[src/motion_sync_consts.svh]
// Purpose: Register offsets, field positions, reset values for motion command sync control
// Assumes: APB with 32-bit data, one aligned word per register
// Notes:   Included by the design file, the checker file and the bench
`ifndef MOTION_SYNC_CONSTS_SVH
`define MOTION_SYNC_CONSTS_SVH

// ----------------------------------------
// Register byte offsets
// ----------------------------------------
`define OFF_CTRL        12'h000
`define OFF_CMD         12'h004
`define OFF_GO          12'h008
`define OFF_BUF_STAT    12'h00c
`define OFF_ACTIVE      12'h010
`define OFF_AXIS_STAT   12'h014
`define OFF_IRQ_STAT    12'h018
`define OFF_IRQ_EN      12'h01c
`define OFF_IRQ_CLR     12'h020
`define OFF_VERSION     12'h024

// ----------------------------------------
// Control register fields
// ----------------------------------------
`define CTRL_START_TYPE_LSB  0
`define CTRL_WAIT_MASK_LSB   2
`define CTRL_HALT_ON_STOP    6
`define CTRL_FAULT_STOP_OUT  7
`define CTRL_HALT_STYLE      8
`define CTRL_CONTINUOUS      9

// ----------------------------------------
// Go register command bits
// ----------------------------------------
`define GO_START    0
`define GO_STOP     1
`define GO_DONE     2

// ----------------------------------------
// Interrupt bits
// ----------------------------------------
`define IRQ_STARTED  0
`define IRQ_STOPPED  1
`define IRQ_FAULT    2
`define IRQ_OVERWRITE 3

// ----------------------------------------
// Version and reset values
// ----------------------------------------
`define VER_QUEUE_BIT   12
`define CTRL_RESET      32'h0000_0000

`endif

[src/motion_sync_pkg.sv]
// Purpose: Types for motion command sync control
// Assumes: Nothing beyond the constants header
// Notes:   States are one-hot
package motion_sync_pkg;

   typedef enum logic [3:0] {
      ST_IDLE  = 4'b0001,
      ST_WAIT  = 4'b0010,
      ST_RUN   = 4'b0100,
      ST_HALT  = 4'b1000
   } run_state_t;

   typedef enum logic [1:0] {
      START_NOW  = 2'h0,
      START_GO   = 2'h1,
      START_RSVD = 2'h2,
      START_AXES = 2'h3
   } start_type_t;

endpackage

[src/motion_sync_ctrl.sv]
// Purpose: Motion command queue, start/stop coordination and fault stop output
// Assumes: srst synchronous active high; inputs synchronous to clock
// Notes:   Motion profile generation itself lies outside; run_cmd carries the active command
`timescale 1ns/10ps
`include "motion_sync_consts.svh"

// Summary of operation
// - Software can read whether the command pre-register is empty.
// - Writing while the queue is full replaces the second pre-register command.
// - With version bit 12 clear, status reads 1 only while pre-register two is busy.
// - With version bit 12 set, status reads 0 empty, 1 active, 2 reg one, 3 reg two.
// - Coordinated start and stop act on all selected axes in the same cycle.
// - A global start launches the prepared relative trapezoidal move.
// - Start type: 0 now, 1 wait for go, 2 reserved, 3 wait on axes.
// - Wait mask bit per axis 0 to 3; start out of ST_WAIT held until all masked axes stop.
// - With halt-on-stop enabled, the axis stops while the coordinated stop line is high.
// - With fault stop enabled, an abnormal stop drives the coordinated stop line.
// - Halt style 0 stops at once, 1 decelerates; used by go-stop and stop line.
module motion_sync_ctrl #(
   parameter int       CMD_W      = 32,
   parameter bit       QUEUE_VER  = 1'b1,
   parameter logic [11:0] VER_CODE = 12'h001   // Arbitrary value
) (
   input  wire logic              clock,
   input  wire logic              srst,
   input  wire logic              psel,
   input  wire logic              penable,
   input  wire logic              pwrite,
   input  wire logic [11:0]       paddr,
   input  wire logic [31:0]       pwdata,
   output logic      [31:0]       prdata,
   output logic                   pready,
   output logic                   pslverr,
   input  wire logic              coordinated_go_line,
   input  wire logic              coordinated_stop_in,
   input  wire logic [3:0]        axis_stopped,
   input  wire logic              drive_alarm_input,
   input  wire logic              end_limit_input,
   input  wire logic              motion_done,
   output logic                   coordinated_stop_out,
   output logic                   run_start,
   output logic                   run_active,
   output logic                   halt_now,
   output logic                   halt_slow,
   output logic      [CMD_W-1:0]  run_cmd,
   output logic                   continuous_mode,
   output logic                   irq
);

   // ----------------------------------------
   // Registers
   // ----------------------------------------
   logic [31:0]             ctrl_reg;
   logic [3:0]              irq_stat_reg;
   logic [3:0]              irq_en_reg;
   logic [CMD_W-1:0]        pre1_reg;
   logic [CMD_W-1:0]        pre2_reg;
   logic                    act_busy_reg;
   logic                    pre1_busy_reg;
   logic                    pre2_busy_reg;
   motion_sync_pkg::run_state_t state_reg;
   motion_sync_pkg::run_state_t state_next;

   logic                    wr_en;
   logic                    cmd_wr;
   logic                    go_start;
   logic                    go_stop;
   logic                    go_done;
   logic                    fault;
   logic                    stop_req;
   logic                    launch;
   logic                    finish;
   logic                    start_ok;
   logic [3:0]              wait_mask;
   logic [1:0]              buf_stat;
   logic [3:0]              irq_set;

   function automatic logic hit(input logic [11:0] a, input logic [11:0] off);
      hit = (a == off);
   endfunction

   // ----------------------------------------
   // APB decode
   // ----------------------------------------
   // Zero wait state: pready registered so the answer lands one cycle into access.
   assign wr_en    = psel && penable && pwrite && pready;
   assign cmd_wr   = wr_en && hit(paddr, `OFF_CMD);
   assign go_start = wr_en && hit(paddr, `OFF_GO) && pwdata[`GO_START];
   assign go_stop  = wr_en && hit(paddr, `OFF_GO) && pwdata[`GO_STOP];
   assign go_done  = motion_done || (wr_en && hit(paddr, `OFF_GO) && pwdata[`GO_DONE]);
   assign wait_mask = ctrl_reg[`CTRL_WAIT_MASK_LSB +: 4];

   always_ff @(posedge clock) begin
      if (srst) begin
         pready <= 1'b0;
      end else begin
         pready <= psel && !penable;
      end
   end

   always_ff @(posedge clock) begin
      if (srst) begin
         ctrl_reg   <= `CTRL_RESET;
         irq_en_reg <= 4'h0;
      end else if (wr_en) begin
         if (hit(paddr, `OFF_CTRL)) begin
            ctrl_reg <= pwdata & 32'h0000_03ff;
         end
         if (hit(paddr, `OFF_IRQ_EN)) begin
            irq_en_reg <= pwdata[3:0];
         end
      end
   end

   // ----------------------------------------
   // Start and stop conditions
   // ----------------------------------------
   always_comb begin
      unique case (motion_sync_pkg::start_type_t'(ctrl_reg[`CTRL_START_TYPE_LSB +: 2]))
         motion_sync_pkg::START_NOW:  start_ok = 1'b1;
         motion_sync_pkg::START_GO:   start_ok = go_start || coordinated_go_line;
         motion_sync_pkg::START_RSVD: start_ok = 1'b0;
         motion_sync_pkg::START_AXES: start_ok = ((axis_stopped & wait_mask) == wait_mask);
      endcase
   end

   assign fault    = drive_alarm_input || end_limit_input;
   assign stop_req = go_stop || fault ||
                     (ctrl_reg[`CTRL_HALT_ON_STOP] && coordinated_stop_in);

   // ----------------------------------------
   // Run state machine
   // ----------------------------------------
   always_comb begin
      state_next = state_reg;
      launch     = 1'b0;
      finish     = 1'b0;
      unique case (state_reg)
         motion_sync_pkg::ST_IDLE: begin
            if (act_busy_reg) begin
               state_next = motion_sync_pkg::ST_WAIT;
            end
         end
         motion_sync_pkg::ST_WAIT: begin
            if (stop_req) begin
               finish     = 1'b1;
               state_next = motion_sync_pkg::ST_IDLE;
            end else if (start_ok) begin
               launch     = 1'b1;
               state_next = motion_sync_pkg::ST_RUN;
            end
         end
         motion_sync_pkg::ST_RUN: begin
            if (stop_req) begin
               state_next = motion_sync_pkg::ST_HALT;
            end else if (go_done) begin
               finish     = 1'b1;
               state_next = pre1_busy_reg ? motion_sync_pkg::ST_RUN
                                          : motion_sync_pkg::ST_IDLE;
               launch     = pre1_busy_reg;
            end
         end
         motion_sync_pkg::ST_HALT: begin
            if (go_done) begin
               finish     = 1'b1;
               state_next = motion_sync_pkg::ST_IDLE;
            end
         end
         default: state_next = motion_sync_pkg::ST_IDLE;
      endcase
   end

   always_ff @(posedge clock) begin
      if (srst) begin
         state_reg <= motion_sync_pkg::ST_IDLE;
      end else begin
         state_reg <= state_next;
      end
   end

   // ----------------------------------------
   // Command queue: active, pre-register one, pre-register two
   // ----------------------------------------
   // A finish shifts the queue down in the same cycle, so chained moves leave no gap.
   always_ff @(posedge clock) begin
      if (srst) begin
         act_busy_reg  <= 1'b0;
         pre1_busy_reg <= 1'b0;
         pre2_busy_reg <= 1'b0;
         run_cmd       <= '0;
         pre1_reg      <= '0;
         pre2_reg      <= '0;
      end else begin
         if (finish) begin
            act_busy_reg  <= pre1_busy_reg || cmd_wr;
            run_cmd       <= pre1_busy_reg ? pre1_reg : pwdata[CMD_W-1:0];
            pre1_busy_reg <= pre2_busy_reg || (pre1_busy_reg && cmd_wr);
            pre1_reg      <= pre2_busy_reg ? pre2_reg : pwdata[CMD_W-1:0];
            pre2_busy_reg <= pre2_busy_reg && cmd_wr;
            if (cmd_wr) begin
               pre2_reg <= pwdata[CMD_W-1:0];
            end
         end else if (cmd_wr) begin
            if (!act_busy_reg) begin
               act_busy_reg <= 1'b1;
               run_cmd      <= pwdata[CMD_W-1:0];
            end else if (!pre1_busy_reg) begin
               pre1_busy_reg <= 1'b1;
               pre1_reg      <= pwdata[CMD_W-1:0];
            end else begin
               pre2_busy_reg <= 1'b1;
               pre2_reg      <= pwdata[CMD_W-1:0];
            end
         end
      end
   end

   // ----------------------------------------
   // Buffer status
   // ----------------------------------------
   always_comb begin
      if (!QUEUE_VER) begin
         buf_stat = {1'b0, pre2_busy_reg};
      end else if (pre2_busy_reg) begin
         buf_stat = 2'h3;
      end else if (pre1_busy_reg) begin
         buf_stat = 2'h2;
      end else if (act_busy_reg) begin
         buf_stat = 2'h1;
      end else begin
         buf_stat = 2'h0;
      end
   end

   // ----------------------------------------
   // Outputs to the axes and the shared lines
   // ----------------------------------------
   always_ff @(posedge clock) begin
      if (srst) begin
         run_start            <= 1'b0;
         run_active           <= 1'b0;
         halt_now             <= 1'b0;
         halt_slow            <= 1'b0;
         coordinated_stop_out <= 1'b0;
         continuous_mode      <= 1'b0;
      end else begin
         run_start  <= launch;
         run_active <= (state_next == motion_sync_pkg::ST_RUN);
         halt_now   <= stop_req && !ctrl_reg[`CTRL_HALT_STYLE];
         halt_slow  <= stop_req && ctrl_reg[`CTRL_HALT_STYLE];
         coordinated_stop_out <= go_stop ||
                                 (ctrl_reg[`CTRL_FAULT_STOP_OUT] && fault);
         continuous_mode <= ctrl_reg[`CTRL_CONTINUOUS];
      end
   end

   // ----------------------------------------
   // Interrupts: set wins over clear
   // ----------------------------------------
   assign irq_set[`IRQ_STARTED]   = launch;
   assign irq_set[`IRQ_STOPPED]   = finish;
   assign irq_set[`IRQ_FAULT]     = fault;
   assign irq_set[`IRQ_OVERWRITE] = cmd_wr && pre2_busy_reg && !finish;

   always_ff @(posedge clock) begin
      if (srst) begin
         irq_stat_reg <= 4'h0;
      end else if (wr_en && hit(paddr, `OFF_IRQ_CLR)) begin
         irq_stat_reg <= (irq_stat_reg & ~pwdata[3:0]) | irq_set;
      end else begin
         irq_stat_reg <= irq_stat_reg | irq_set;
      end
   end

   always_ff @(posedge clock) begin
      if (srst) begin
         irq <= 1'b0;
      end else begin
         irq <= |((irq_stat_reg | irq_set) & irq_en_reg);
      end
   end

   // ----------------------------------------
   // Read data
   // ----------------------------------------
   always_ff @(posedge clock) begin
      if (srst) begin
         prdata  <= 32'h0000_0000;
         pslverr <= 1'b0;
      end else if (psel && !penable) begin
         pslverr <= 1'b0;
         prdata  <= 32'h0000_0000;
         if (hit(paddr, `OFF_CTRL)) prdata <= ctrl_reg;
         else if (hit(paddr, `OFF_BUF_STAT)) prdata <= {30'h0, buf_stat};
         else if (hit(paddr, `OFF_ACTIVE)) prdata <= 32'(run_cmd);
         else if (hit(paddr, `OFF_AXIS_STAT)) prdata <= {24'h0, state_reg, axis_stopped};
         else if (hit(paddr, `OFF_IRQ_STAT)) prdata <= {28'h0, irq_stat_reg};
         else if (hit(paddr, `OFF_IRQ_EN)) prdata <= {28'h0, irq_en_reg};
         else if (hit(paddr, `OFF_VERSION)) prdata <= {19'h0, QUEUE_VER, VER_CODE};
         else if (!(hit(paddr, `OFF_CMD) || hit(paddr, `OFF_GO) ||
                    hit(paddr, `OFF_IRQ_CLR))) pslverr <= 1'b1;
      end else if (!psel) begin
         pslverr <= 1'b0;
      end
   end

endmodule

[config.mk]
export PLATFORM = sky130hd
export DESIGN_NAME = motion_sync_ctrl
export DESIGN_NICKNAME = d
export VERILOG_FILES = /design/src/motion_sync_pkg.sv /design/src/motion_sync_ctrl.sv
export VERILOG_INCLUDE_DIRS = /design/src
export SDC_FILE = /design/constraint.sdc
export NUM_CORES = 1
export LEC_CHECK = 0
export ABC_AREA = 1
export ABC_CLOCK_PERIOD_IN_PS = 2550
export BUFFER_PORTS_ARGS = -buffer_cell sky130_fd_sc_hd__buf_2
export CORE_ASPECT_RATIO = 1.4
export CORE_MARGIN = 1
export CORE_UTILIZATION = 35
export DETAILED_ROUTE_END_ITERATION = 8
export GPL_TIMING_DRIVEN = 0
export HOLD_SLACK_MARGIN = 0.05
export PLACE_DENSITY_LB_ADDON = 0.2
export SLEW_MARGIN = 20
export SYNTH_ARGS = -nofsm -noshare
export SYNTH_HDL_FRONTEND = slang
export SYNTH_SLANG_ARGS = --single-unit
[constraint.sdc]
create_clock -name clock -period 2.55 [get_ports clock]
set_clock_uncertainty 0.1 [all_clocks]
set_input_delay 0.255 -clock clock [delete_from_list [all_inputs] [get_ports clock]]
set_output_delay 0.255 -clock clock [all_outputs]
set_load 0.03 [all_outputs]
==> summary.txt <==
Floorplan
  – Io pins: 131
  – Die Y: 179 um
  – Die area: 0.0231 mm2
  – Core Rows: 64
  – DIE WIDTH: 129 um
  – Initial core utilization: 35.9%
  – Core ar.: 0.0219 mm2

Status
  – Status: completed

Finish
  – Ant. Diodes: 0
  – Area of the multi-input gates: 0.00386 mm2
  – Share of layout cells above drive strength 1: 14.8%
  – Fillers: 2441
  – Sequential cell area: 0.00324 mm2
  – Layout area overhead: 22.5%
  – Layout net count: 1410

Global routing
  – Vias in the first global route: 7850
  – First-pass GRT wire length: 41300 um
  – Largest net degree at the start of global routing: 17
  – Grt ovf: 0
  – Antenna violations before repair: 0
  – Gr usage total: 23.2%

Worst setup path
  – Crit Path Category: register to register
  – Worst Setup Start Kind: register
  – R2R setup slack: 0.18 ns
  – CP max FO: 10
  – Worst reg2reg startpoint: pready
  – Worst setup EP type: register
  – WP data required: 2.77 ns
  – CP Data Arrival Time: 2.59 ns
  – Worst R2R Path Depth: 10
  – R2r endpoint: run_cmd[9]

Drt
  – # DRC: 0
  – Routed WL per cell: 15.8 um
  – Vias per inst: 5.03
  – DR vias: 8361
  – Final WL: 26300 um
  – Antenna-violating nets left: 0
  – Initial DRC count: 556
  – Pre-Repair DR Iteration Count: 5

Timing
  – Setup-failing EPs final: 0
  – Period utilization: 92.8%
  – Relative slew margins: 55.4%
  – RSZ-0062 raised after global routing: false
  – Peak Freq: 423 MHz
  – Final hold violations: 0
  – Worst slew pin tran: 0.670 ns
  – Final Worst Setup Slack: 0.184 ns
  – Max-slew violation count: 0
  – Min Tclk post-route: 2.37 ns
  – Setup TNS: 0 ns

CTS
  – Clock buffer depth: 2
  – Cts bufs inserted: 17
  – CTS tree: built
  – Clock Tree Root: clkbuf_16
  – Clock Sinks: 162
  – Htree depth: 4
  – Worst-path clk slew: 0.07 ns
  – Skew-Pair Late Insertion Delay: 0.44 ns

Synth
  – EDFF count, synth: 0
  – Unique masters post-synth: 35
  – Syn_nets: 1252
  – #FFs+latches synth: 162
  – Post-Syn Instances: 1194
  – Ys async rst share: 0%
  – Cell Area, Synth: 0.00788 mm2
  – Seq/Total Area, Yosys: 41.2%
  – Syn avg cell area: 6.60 um2
  – Ys Warns: 0
  – Main flop type after synthesis: dfxtp_1

Placement
  – DP Wirelength: 19600 um
  – PortBufs: 129
  – Pre-CTS setup slack: -0.246 ns
  – GPL Wtd Cong: 0.914

Power and ir drop
  – Pwr Density: 589 mW/mm2
  – VDD IR max: 0.427 mV
  – Static Leakage: 4.03 nW

Hold path
  – Hold path depth: 3
  – Min-delay worst type: input port to register
  – Min-Delay Endpoint: ctrl_reg[3]
  – HP Start: pwdata[3]

Job
  – Max-Cap Viols: 0
==> critical path: stages (launching register included) <==
cell     delay [ns]
dfxtp_1        0.32
nand2_1        0.08
nor2_4         0.23
nand4_1        0.19
nand2_2        0.23
nor2_2         0.08
a21oi_4        0.26
nand2_2        0.23
buf_1          0.25
o21ai_0        0.21
a21oi_1        0.06
==> cells in the mapped netlist, types with 2 or more instances <==
| cell type | count | area, um2 |
|---|---|---|
| inv_1 | 117 | 439 |
| nand2_1 | 275 | 1030 |
| clkbuf_1 | 54 | 203 |
| a211oi_1 | 2 | 15.0 |
| o21ai_1 | 10 | 50.1 |
| nor3_1 | 42 | 210 |
| buf_4 | 3 | 22.5 |
| buf_2 | 16 | 80.1 |
| o221ai_1 | 3 | 26.3 |
| clkinv_1 | 3 | 11.3 |
| o2111ai_1 | 2 | 17.5 |
| nand3_1 | 77 | 385 |
| o211ai_1 | 38 | 285 |
| nor2_1 | 152 | 571 |
| nor2_2 | 3 | 18.8 |
| nand2_2 | 3 | 18.8 |
| o21ai_0 | 117 | 586 |
| a32oi_1 | 4 | 35.0 |
| a21oi_1 | 85 | 425 |
| dfxtp_1 | 162 | 3240 |
| buf_1 | 3 | 11.3 |
| o2bb2ai_1 | 3 | 26.3 |
| nand4_1 | 8 | 50.1 |
==> layout by cell type, fill, tap and decap left out, types with 5 or more instances in the layout <==
master	n
a21oi_1	85
buf_2	145
buf_4	5
clkbuf_1	48
clkbuf_16	17
clkbuf_2	5
dfxtp_1	162
dlygate4sd3_1	8
inv_1	117
inv_6	7
nand2_1	274
nand3_1	76
nand4_1	8
nor2_1	152
nor3_1	42
o211ai_1	38
o21ai_0	116
o21ai_1	11
==> layer usage <==
layer	global-route usage, %	part of all wire, %	up-vias
met5	0	0	-
met4	12.0	4.0	0
met3	4.20	4.9	64
met2	40.1	50	277
met1	27.1	42	3791
li1	-	-	4229
==> final cells by class <==
class	count	area share, %
clock buffer	17	4.41
multi-input combinational	834	40.0
timing repair buffer	139	7.68
tap	297	3.85
sequential	162	33.6
buffer	77	3.46
clock inverter	15	2.24
inverter	121	4.71
==> worst max-delay path by stage <==
| stage | start | end | slack (ns) |
|---|---|---|---|
| 2_1_floorplan | pready | pre2_reg[10] | 0.36 |
| 3_3_place_gp | paddr[2] | run_cmd[14] | -0.20 |
| 3_5_place_dp | paddr[1] | run_cmd[14] | -0.25 |
| 4_1_cts | pready | run_cmd[11] | 0.05 |
| 5_1_grt | pready | pre1_reg[24] | 0.01 |
| 6_report | pready | run_cmd[9] | 0.18 |
==> where the power goes <==
group | total (mW) | internal (mW) | switching, mW
Combinational | 0.311 | 0.0978 | 0.213
Clock | 2.83 | 1.67 | 1.16
Sequential | 2.54 | 2.54 | 0.00353
Total | 5.68 | 4.30 | 1.38
==> per-stage QoR <==
stage	std cells	utilization (%)	power, mW	cell area [um2]	hold WS, ns
floorplan	1194	-	2.77	7880	0.299
global placement	1620	40.5	2.90	8890	0.311
detailed placement	1620	40.5	2.90	8890	0.314
CTS	1660	43.8	5.73	9620	0.0514
global route	1662	44.0	5.86	9650	0.0790
finish	1662	44.0	5.68	9650	0.0633
==> kinds of logic (layout without fill, tap and decap cells) <==
| group | count (synthesis) | in the layout | share of synthesized area [%] |
|---|---|---|---|
| simple gates | 564 | 564 | 29.5 |
| compound gates | 270 | 270 | 19.4 |
| buf+inv | 198 | 369 | 9.93 |
| flops | 162 | 162 | 41.2 |
==> what timing repair did <==
action | CTS | global route
hold buffers | 8 | 0
hold endpoints to repair | 7 | 0
pin swaps | 0 | 1
buffers inserted | 0 | 2
gates resized for setup | 2 | 12
gates cloned | 0 | 0
endpoints found under the setup margin | 27 | 66
Note: power is estimated with default switching activity, not from simulation.
